==> src/design/pbcs_defs.svh <==
`ifndef PBCS_DEFS_SVH
`define PBCS_DEFS_SVH

// management register indices answered by this block
`define PBCS_REG_CTL 5'h00
`define PBCS_REG_STS 5'h01

// default management address of the copper port
`define PBCS_PHY_ADDR_RST 5'h02

// basic control word: reset value and writable bits
`define PBCS_CTL_RST 16'h1020
`define PBCS_CTL_WMASK 16'h7B3F

// control field positions
`define PBCS_CTL_LOOP_BIT 4'hE
`define PBCS_CTL_RESTART_BIT 4'h9

// basic status: fixed capability bits 15..11
`define PBCS_STS_CAPS 5'h0F

// management frame constants
`define PBCS_PREAMBLE_ONES 6'h20
`define PBCS_OP_READ 2'h2
`define PBCS_OP_WRITE 2'h1
`define PBCS_HDR_LAST 5'h0B
`define PBCS_DATA_BITS 5'h10

`endif

==> src/design/pbcs_pkg.sv <==
package pbcs_pkg;

    // basic control word, bit 15 down to bit 0
    typedef struct packed {
        logic soft_reset;
        logic loopback;
        logic force_100;
        logic autoneg_on;
        logic power_down;
        logic isolate;
        logic autoneg_restart;
        logic force_full;
        logic collision_test;
        logic reserved6;
        logic crossover_algorithm_select;
        logic force_straight_pinout;
        logic crossover_detect_off;
        logic far_end_fault_off;
        logic transmit_off;
        logic led_off;
    } pbcs_ctl_s;

    // serial frame states, gray along preamble-start-header-turnaround-read data
    typedef enum logic [2:0] {
        PBCS_PRE = 3'h0,
        PBCS_START = 3'h1,
        PBCS_HDR = 3'h3,
        PBCS_TA = 3'h2,
        PBCS_RDATA = 3'h6,
        PBCS_WDATA = 3'h7
    } pbcs_state_e;

endpackage

==> src/design/pbcs_phy_regs.sv <==
`timescale 1ns/1ps
`include "pbcs_defs.svh"
// Function
// - basic control word at register zero
// - loopback bit, port 1 wrap path
// - loopback bit, port 2 wrap path
// - bit 12 autoneg enable, default one
// - writing bit 9 restarts autonegotiation
// - bit 5 selects crossover algorithm, default one
// - bit 4 forces straight-through pinout
// - bit 3 disables automatic crossover detection
// - bit 2 disables far-end fault detection
// - bit 1 stops the transmitter
// - read-only basic status at register one
// - status bit 15 reads zero
// - status bit 14 reads one
// - status bit 13 reads one
// - status bit 12 reads one
// - answer at management address two by default
// - management address reprogrammable from global register
module pbcs_phy_regs
    import pbcs_pkg::*;
(
    input wire logic clk,
    input wire logic rst,
    input wire logic mdc,
    input wire logic mdio_in,
    output logic mdio_out,
    output logic mdio_oe,
    input wire logic phy_addr_load,
    input wire logic [4:0] phy_addr_cfg,
    input wire logic mirror_we,
    input wire logic [15:0] mirror_wdata,
    input wire logic loop_sel_port2,
    input wire logic link_up,
    input wire logic an_done,
    input wire logic far_end_fault,
    output pbcs_ctl_s ctl,
    output logic autoneg_restart_pulse,
    output logic loop_port1_on,
    output logic loop_port2_on
);

    logic mdc_s1_r;
    logic mdc_s2_r;
    logic mdc_s3_r;
    logic mdio_s1_r;
    logic mdio_s2_r;
    logic mdc_rise;
    logic bit_in;
    pbcs_state_e state_r;
    logic [5:0] ones_r;
    logic [4:0] cnt_r;
    logic [10:0] hdr_r;
    logic [11:0] hdr_full;
    logic is_read_r;
    logic [4:0] reg_r;
    logic [15:0] rd_sh_r;
    logic [15:0] wd_sh_r;
    logic commit_r;
    logic [15:0] commit_data_r;
    logic [4:0] phy_addr_r;
    pbcs_ctl_s ctl_r;
    logic [15:0] sts;
    logic [15:0] rd_val;
    logic hdr_bit;
    logic hdr_end;
    logic hdr_hit;
    logic ta_read;
    logic rd_bit;
    logic rd_last;
    logic wr_bit;

    // both pins cross in through two flops; mdc takes a third flop so its rising edge can be found from stages two and three
    always_ff @(posedge clk) begin
        if (rst) begin
            mdc_s1_r <= 1'b0;
            mdc_s2_r <= 1'b0;
            mdc_s3_r <= 1'b0;
            mdio_s1_r <= 1'b1;
            mdio_s2_r <= 1'b1;
        end else begin
            mdc_s1_r <= mdc;
            mdc_s2_r <= mdc_s1_r;
            mdc_s3_r <= mdc_s2_r;
            mdio_s1_r <= mdio_in;
            mdio_s2_r <= mdio_s1_r;
        end
    end

    assign mdc_rise = mdc_s2_r & ~mdc_s3_r;
    assign bit_in = mdio_s2_r;
    assign hdr_full = {hdr_r, bit_in};

    // frame position strobes, one cycle wide, shared by the capture blocks
    assign hdr_bit = mdc_rise && (state_r == PBCS_HDR);
    assign hdr_end = hdr_bit && (cnt_r == `PBCS_HDR_LAST);
    // only our own address with a read or write opcode is answered
    assign hdr_hit = (hdr_full[9:5] == phy_addr_r) &&
                     (hdr_full[11:10] == `PBCS_OP_READ ||
                      hdr_full[11:10] == `PBCS_OP_WRITE);
    assign ta_read = mdc_rise && (state_r == PBCS_TA) && is_read_r;
    assign rd_bit = mdc_rise && (state_r == PBCS_RDATA);
    assign rd_last = rd_bit && (cnt_r == `PBCS_DATA_BITS);
    assign wr_bit = mdc_rise && (state_r == PBCS_WDATA);

    // address the port answers to; the global register may move it
    always_ff @(posedge clk) begin
        if (rst) begin
            phy_addr_r <= `PBCS_PHY_ADDR_RST;
        end else if (phy_addr_load) begin
            phy_addr_r <= phy_addr_cfg;
        end
    end

    // status word: capability bits are constants, bits 5..2 are live state, the rest reads zero
    always_comb begin
        sts = 16'h0000;
        sts[15:11] = `PBCS_STS_CAPS;
        sts[5] = an_done;
        sts[4] = far_end_fault;
        sts[3] = ctl_r.autoneg_on;
        sts[2] = link_up;
    end

    // registers outside this block read as zero here
    always_comb begin
        if (hdr_full[4:0] == `PBCS_REG_CTL) begin
            rd_val = ctl_r;
        end else if (hdr_full[4:0] == `PBCS_REG_STS) begin
            rd_val = sts;
        end else begin
            rd_val = 16'h0000;
        end
    end

    // header capture: shift every header bit, keep the fields of the last one
    always_ff @(posedge clk) begin
        if (rst) begin
            hdr_r <= 11'h000;
            is_read_r <= 1'b0;
            reg_r <= 5'h00;
        end else if (hdr_bit) begin
            hdr_r <= hdr_full[10:0];
            if (hdr_end) begin
                reg_r <= hdr_full[4:0];
                is_read_r <= (hdr_full[11:10] == `PBCS_OP_READ);
            end
        end
    end

    // read answer: the word is latched at the end of the header so a later
    // write cannot tear it; data is launched just after the management edge
    always_ff @(posedge clk) begin
        if (rst) begin
            rd_sh_r <= 16'h0000;
            mdio_out <= 1'b0;
            mdio_oe <= 1'b0;
        end else if (hdr_end) begin
            rd_sh_r <= rd_val;
        end else if (ta_read) begin
            mdio_oe <= 1'b1; // second turnaround bit driven low
            mdio_out <= 1'b0;
        end else if (rd_last) begin
            mdio_oe <= 1'b0;
            mdio_out <= 1'b0;
        end else if (rd_bit) begin
            mdio_out <= rd_sh_r[15];
            rd_sh_r <= {rd_sh_r[14:0], 1'b0};
        end
    end

    // write capture; nothing commits before the sixteenth data bit
    always_ff @(posedge clk) begin
        if (rst) begin
            wd_sh_r <= 16'h0000;
            commit_r <= 1'b0;
            commit_data_r <= 16'h0000;
        end else begin
            commit_r <= 1'b0;
            if (wr_bit) begin
                wd_sh_r <= {wd_sh_r[14:0], bit_in};
                if (cnt_r == `PBCS_DATA_BITS - 5'h01) begin
                    // status is read-only, so only register zero commits
                    commit_r <= (reg_r == `PBCS_REG_CTL);
                    commit_data_r <= {wd_sh_r[14:0], bit_in};
                end
            end
        end
    end

    // serial frame engine, advanced once per management clock rising edge;
    // it only tracks where in the frame the line is, the blocks above act on it
    always_ff @(posedge clk) begin
        if (rst) begin
            state_r <= PBCS_PRE;
            ones_r <= 6'h00;
            cnt_r <= 5'h00;
        end else begin
            if (mdc_rise) begin
                case (state_r)
                    PBCS_PRE: begin
                        if (bit_in) begin
                            if (ones_r != `PBCS_PREAMBLE_ONES) begin
                                ones_r <= ones_r + 6'h01;
                            end
                        end else begin
                            if (ones_r == `PBCS_PREAMBLE_ONES) begin
                                state_r <= PBCS_START;
                            end
                            ones_r <= 6'h00;
                        end
                    end
                    PBCS_START: begin
                        cnt_r <= 5'h00;
                        state_r <= bit_in ? PBCS_HDR : PBCS_PRE;
                    end
                    // twelve header bits; the capture block keeps their fields
                    PBCS_HDR: begin
                        cnt_r <= cnt_r + 5'h01;
                        if (cnt_r == `PBCS_HDR_LAST) begin
                            cnt_r <= 5'h00;
                            // other addresses and opcodes drop back to hunting
                            state_r <= hdr_hit ? PBCS_TA : PBCS_PRE;
                        end
                    end
                    // a read turns the line at once, a write lets both bits pass
                    PBCS_TA: begin
                        if (is_read_r) begin
                            state_r <= PBCS_RDATA;
                        end else if (cnt_r == 5'h01) begin
                            cnt_r <= 5'h00;
                            state_r <= PBCS_WDATA;
                        end else begin
                            cnt_r <= 5'h01;
                        end
                    end
                    // sixteen data bits out, then one more edge to let go of the pin
                    PBCS_RDATA: begin
                        cnt_r <= cnt_r + 5'h01;
                        if (cnt_r == `PBCS_DATA_BITS) begin
                            cnt_r <= 5'h00;
                            state_r <= PBCS_PRE;
                        end
                    end
                    // sixteen data bits in
                    PBCS_WDATA: begin
                        cnt_r <= cnt_r + 5'h01;
                        if (cnt_r == `PBCS_DATA_BITS - 5'h01) begin
                            cnt_r <= 5'h00;
                            state_r <= PBCS_PRE;
                        end
                    end
                    default: begin
                        state_r <= PBCS_PRE;
                    end
                endcase
            end
        end
    end

    // control word; a management write beats a mirror write in the same cycle.
    // unsupported bits are masked so they stay zero whatever is written
    always_ff @(posedge clk) begin
        if (rst) begin
            ctl_r <= `PBCS_CTL_RST;
        end else if (commit_r) begin
            ctl_r <= commit_data_r & `PBCS_CTL_WMASK;
        end else if (mirror_we) begin
            ctl_r <= mirror_wdata & `PBCS_CTL_WMASK;
        end else begin
            ctl_r.autoneg_restart <= 1'b0; // self-clearing after its pulse
        end
    end

    // one pulse per write of a one to the restart bit
    always_ff @(posedge clk) begin
        if (rst) begin
            autoneg_restart_pulse <= 1'b0;
        end else if (commit_r) begin
            autoneg_restart_pulse <= commit_data_r[`PBCS_CTL_RESTART_BIT];
        end else begin
            autoneg_restart_pulse <= mirror_we & mirror_wdata[`PBCS_CTL_RESTART_BIT];
        end
    end

    // loopback steering: the selected port wraps at its own media attachment
    always_ff @(posedge clk) begin
        if (rst) begin
            loop_port1_on <= 1'b0;
            loop_port2_on <= 1'b0;
        end else begin
            loop_port1_on <= ctl_r.loopback & ~loop_sel_port2;
            loop_port2_on <= ctl_r.loopback & loop_sel_port2;
        end
    end

    // control fields go straight to the port logic from the register
    assign ctl = ctl_r;

endmodule

==> config.mk <==
export PLATFORM = sky130hd
export DESIGN_NAME = pbcs_phy_regs
export DESIGN_NICKNAME = d
export VERILOG_FILES = /design/src/design/pbcs_pkg.sv /design/src/design/pbcs_phy_regs.sv
export VERILOG_INCLUDE_DIRS = /design/src /design/src/design
export SDC_FILE = /design/constraint.sdc
export NUM_CORES = 1
export LEC_CHECK = 0
export ABC_AREA = 0
export BUFFER_PORTS_ARGS = -buffer_cell sky130_fd_sc_hd__buf_2
export CAP_MARGIN = 20
export CORE_ASPECT_RATIO = 0.9
export CORE_MARGIN = 5
export CORE_UTILIZATION = 35
export CTS_BUF_LIST = sky130_fd_sc_hd__clkbuf_4 sky130_fd_sc_hd__clkbuf_8
export CTS_CLUSTER_SIZE = 16
export DETAILED_ROUTE_END_ITERATION = 6
export PLACE_DENSITY = 0.5
export SKIP_CTS_REPAIR_TIMING = 1
export SYNTH_ARGS = -nofsm -noshare
export SYNTH_HDL_FRONTEND = slang
export SYNTH_SLANG_ARGS = --single-unit
==> constraint.sdc <==
create_clock -name clk -period 2.6 [get_ports clk]
set_input_delay 0.39 -clock clk [delete_from_list [all_inputs] [get_ports clk]]
set_output_delay 0.39 -clock clk [all_outputs]
set_load 0.005 [all_outputs]
Word level (Yosys, flattened, before mapping)
Cells that the tools add are included.

Mux-type cells: 34. Add/subtract/negate cells: 2. Equal/unequal tests: 25. Reduce and logical (&&, ||, !) cells: 26. Bitwise operators: 9.

Operators by type and width (number): 2-to-1 mux 16 bit (4); 2-to-1 mux 15 bit (3); 2-to-1 mux 5 bit (5); one-hot mux 5 bit (5 select lines) (1); 2-to-1 mux 3 bit (7); one-hot mux 3 bit (6 select lines) (1); 2-to-1 mux 6 bit (2); == test 5 x 1 -> 1 bit, second input constant (2); == test 5 x 4 -> 1 bit, second input constant (2); zero test 5 bit (2); inequality test 2 bit, second input constant (5); 2-to-1 mux 9 bit (1); AND reduction 3 bit (3); logical AND 1 bit (8); 2-to-1 mux 1 bit (8); inequality test 2 x 1 -> 1 bit, second input constant (4); AND reduction 2 bit (4); AND reduction 7 bit (1); adder 6 x 1 -> 6 bit, second input constant (1); == test 3 x 2 -> 1 bit, second input constant (2); == test 3 bit, second input constant (2); == test 6 bit, second input constant (1); inequality test 6 bit, second input constant (1); nonzero test 2 bit (3); 15 further kinds (23).

Input bits: 31. Register bits: 104. Word-level logic and storage cells: 129.

Depth between registers and ports, before layout
Depth in word-level cells: 7. Depth in mapped cells: 8. Gate-level depth less buffers: 8.

Worst setup path after synthesis
OpenSTA, ideal clock, no wires.

Path kind: reg-to-reg. Start point: register cnt_r[0]. End point: register state_r[1]. Library setup time: 117 ps. Buffers on the path: 0. Setup slack: 718 ps. Stages on the path, launching flop included: 9. Required time: 2483 ps. Data arrival time: 1764 ps. Cell sequence: dfxtp_1 ha_1 nand3_1 inv_1 ha_1 nand4b_1 o31ai_1 or3_1 a32o_1.

Word-level cells in the longest chain between the ends: 3.

RTL lines: from (decl) (line pbcs_phy_regs.sv:53) `logic [4:0] cnt_r;`; from (signal assigned) (line pbcs_phy_regs.sv:220) `cnt_r <= cnt_r + 5'h01;`; from (signal assigned) (line pbcs_phy_regs.sv:240) `cnt_r <= cnt_r + 5'h01;`; from (signal assigned) (line pbcs_phy_regs.sv:248) `cnt_r <= cnt_r + 5'h01;`; == test 5 x 1 -> 1 bit, or another cell as far along (line pbcs_phy_regs.sv:231) `end else if (cnt_r == 5'h01) begin`; inequality test 3 x 2 -> 1 bit (no source line) or inequality test 2 x 1 -> 1 bit (tied branches); AND reduction 7 bit (no source line) (*); to (signal assigned) (line pbcs_phy_regs.sv:216) `state_r <= bit_in ? PBCS_HDR : PBCS_PRE;`; to (signal assigned) (line pbcs_phy_regs.sv:224) `state_r <= hdr_hit ? PBCS_TA : PBCS_PRE;`; to (decl) (line pbcs_phy_regs.sv:51) `pbcs_state_e state_r;`.

Mark *: on every way between the ends. The rest lies on a longest branch, timed or not. A chain may end at the register's enable or synchronous reset.

Final worst setup path
Start point: register cnt_r[0]. End point: register commit_data_r[0].

Word-level cells in the longest chain between the ends: 2.

RTL lines: == test 5 x 4 -> 1 bit (line pbcs_phy_regs.sv:183) `` if (cnt_r == `PBCS_DATA_BITS - 5'h01) begin ``; AND reduction 2 bit (no source line); to (signal assigned) (line pbcs_phy_regs.sv:186) `commit_data_r <= {wd_sh_r[14:0], bit_in};`; to (decl) (line pbcs_phy_regs.sv:61) `logic [15:0] commit_data_r;`.

No other way between the ends.

==> run metrics <==
status finished clean; final setup fails 0; final hold vios 0; Worst EP required 2.85 ns; Min Clock Period, post-route 2.13 ns; Clock transition at path regs 0.10 ns; Seq cells post-synth 100; Top Ports 52; Top FF cell, synth dfxtp_1; Worst R2R Start cnt_r[0]; initial core utilization 35.5%; Slew HR 47.8%; post-DR vias/cell 5.11; DR vias 3,688; Peak Freq 0.469 GHz; share of layout cells above drive strength 1 15.2%; critical-path cell list ha_1 > nand3_1 > inv_1 > ha_1 > buf_4 > nand3_1 > mux2i_1 > nor2_1; gr usage total 14.7%; H-Tree Depth 3; largest net degree at the start of global routing 74; Synth Warn # 0; pwr dens 532 nW/µm²; drt initial violations 217; total core area 12,600 µm²; die area 15,200 µm²; number of global-route vias before repair 3,572; Chip Height 117 µm; DRT Pass-1 Iters 4; routability cong. 0.795; port bufs 43; CP Class reg -> reg; cell area after layout 4990 µm²; Root Buffer Master clkbuf_8; RR Endpoint commit_data_r[0]; clock latency on the worst-skew pair 0.38 ns; final period utilization 82.0%; setup TNS 0 ns; RSZ-0062 raised after global routing no; maximum VDD drop 0.361 mV; Post-synth EDFFs 0; CTS tree yes; area added between synthesis and finish 11.4%; Routed wire per std cell 14.6 µm; R2R cell count 8; Setup Skew 0.0113 ns; Worst setup EP type flip-flop; Startpoint Class flip-flop; Max Cap Viol 0; Hold/Removal Path Class in -> reg; hold depth 2; clk buf depth 2; crit path max-delay cell type dfxtp_1; CTS Buf Count 9; CP Depth 8; Remaining DRCs 0; Die Width 129 µm; Slew @ Worst Pin 0.783 ns; Inserted Diodes 0; Syn Area/Cell 8.55 µm²; Post-DP Area 4810 µm²; total power 0.00265 W; Post-Synthesis Cell Area 4480 µm²; Worst Path Arrival 2.39 ns; crit path launch cnt_r[0]; Cells after Synth 524; Setup WS post-layout 0.468 ns; Unique masters post-synth 63; row cnt 39; Seq/Total Area, Yosys 44.7%; P_leak 1.83 nW; crit path to commit_data_r[0]; detailed-placement wirelength estimate 7500 µm; nets 592; DRT antenna net count 0; crit-path max cell delay 0.41 ns; Top delay family on crit path simple AND/OR/NAND/NOR gates; DP Worst Slack 0.465 ns; Post-Route WL 10,600 µm; Clock Sinks 100; Bufs and invs on worst path 2; initial antenna violation count 0; FF-to-FF setup slack 0.47 ns; total gr overflow 0; Final Max Slew Viols 0; Critical Path Fanout Max 13; final core area utilization 39.5%; global-route wire length before repair 18,100 µm; async set-reset flop share out of synthesis 0%
report_power, final:
part	internal [W]	total (W)	switching, W
combinational	0.0000629	0.000143	0.0000803
sequential	0.00155	0.00157	0.0000208
clock	0.000361	0.000937	0.000577
total	0.00197	0.00265	0.000678
sequential cells by signal (all words and copies together) (netlist names):
| signal | count |
|---|---|
| state_r | 3 |
| wd_sh_r | 14 |
| is_read_r | 1 |
| ones_r | 6 |
| hdr_r | 11 |
| mdio_s1_r | 1 |
| cnt_r | 5 |
| mdio_out | 1 |
| ctl | 12 |
| bit_in | 1 |
| commit_data_r | 12 |
| loop_port1_on | 1 |
| commit_r | 1 |
| mdio_oe | 1 |
| phy_addr_r | 5 |
| mdc_s3_r | 1 |
| reg_r | 5 |
| loop_port2_on | 1 |
| rd_sh_r | 16 |
| mdc_s2_r | 1 |
| mdc_s1_r | 1 |
through the flow:
| step | hold WS [ns] | cells |
|---|---|---|
| 6_report | 0.177 | 722 |
| 5_1_grt | 0.150 | 722 |
| 4_1_cts | 0.151 | 722 |
| 3_5_place_dp | 0.398 | 706 |
| 3_3_place_gp | 0.398 | 706 |
| 2_1_floorplan | 0.389 | 527 |
routing by layer:
layer | GRT usage, % | vias to the layer above | wire length (µm)
met5 | 0 | - | 0
met4 | 3.15 | 0 | 108
met3 | 4.73 | 9 | 390
met2 | 22.1 | 46 | 4810
met1 | 20.6 | 1752 | 5260
li1 | - | 1881 | -
worst min path at each step:
stage	slack, ns	end	from
5_1_grt	0.15	loop_port1_on	loop_sel_port2
4_1_cts	0.15	loop_port1_on	loop_sel_port2
3_3_place_gp	0.40	bit_in	mdio_s1_r
2_1_floorplan	0.39	bit_in	mdio_s1_r
3_5_place_dp	0.40	bit_in	mdio_s1_r
6_report	0.18	loop_port1_on	loop_sel_port2
area by class of cell:
class | count | area (µm²)
well taps | 164 | 205
inverters | 12 | 45.0
repair buffers | 52 | 283
fillers | 1304 | 7650
flip-flops and latches | 100 | 2000
clock inverters | 7 | 60.1
multi-input cells | 378 | 2270
clock buffers | 9 | 124
cells in the mapped netlist (2+ instances only):
master	count	area, µm²
dfxtp_1	100	2000
nand2_1	91	342
a21oi_1	59	295
nor2_1	45	169
mux2i_1	33	330
clkbuf_1	21	78.8
nand3_1	20	100
inv_1	11	41.3
nor2b_1	10	62.6
ha_1	8	100
o22ai_1	8	50.1
buf_2	7	35.0
buf_4	7	52.6
o21ai_0	7	35.0
nand2b_1	6	37.5
xnor2_1	6	52.6
a31oi_1	4	25.0
a32oi_1	4	35.0
mux2_2	4	45.0
nand4_1	4	25.0
nor3b_1	4	30.0
nor4_1	4	25.0
o221ai_1	4	35.0
or2_2	4	25.0
or4_1	4	30.0
and4bb_2	3	37.5
a211oi_1	2	15.0
a22oi_1	2	15.0
and2_1	2	12.5
and3_1	2	12.5
buf_1	2	7.51
nor4b_1	2	17.5
o211ai_1	2	15.0
o31ai_1	2	15.0
or3_1	2	12.5
cells by family after synthesis:
kind of cell             count (synthesis)  share of synthesized area, %
multiplexers                            37                          8.38
adder cells (fa/ha/maj)                  8                          2.23
buffers and inverters                   49                          4.89
flip-flops                             100                          44.7
AND/OR/NAND/NOR                        214                          23.2
other                                    1                        0.0837
AO/OA/AOI/OAI                          108                          15.2
XOR/XNOR                                 7                          1.37
cell usage in the layout (no fill, tap or decap), types with 6 or more instances in the layout:
cell / count
o22ai_1: 8
dfxtp_1: 100
xnor2_1: 6
mux2i_1: 33
buf_4: 9
ha_1: 8
nand2_1: 91
nor2b_1: 10
inv_1: 11
buf_2: 43
o21ai_0: 7
nor2_1: 45
a21oi_1: 59
nand2b_1: 6
nand3_1: 20
clkbuf_8: 9
worst reg2reg max path: cells and delay by family (launching register included):
kind / cells / cell delay [ns]
adder cells (fa/ha/maj): 2 / 0.44
flip-flops: 1 / 0.41
buffers and inverters: 2 / 0.29
AND/OR/NAND/NOR: 3 / 0.58
multiplexers: 1 / 0.28
Power figures use the tool's default switching activity.
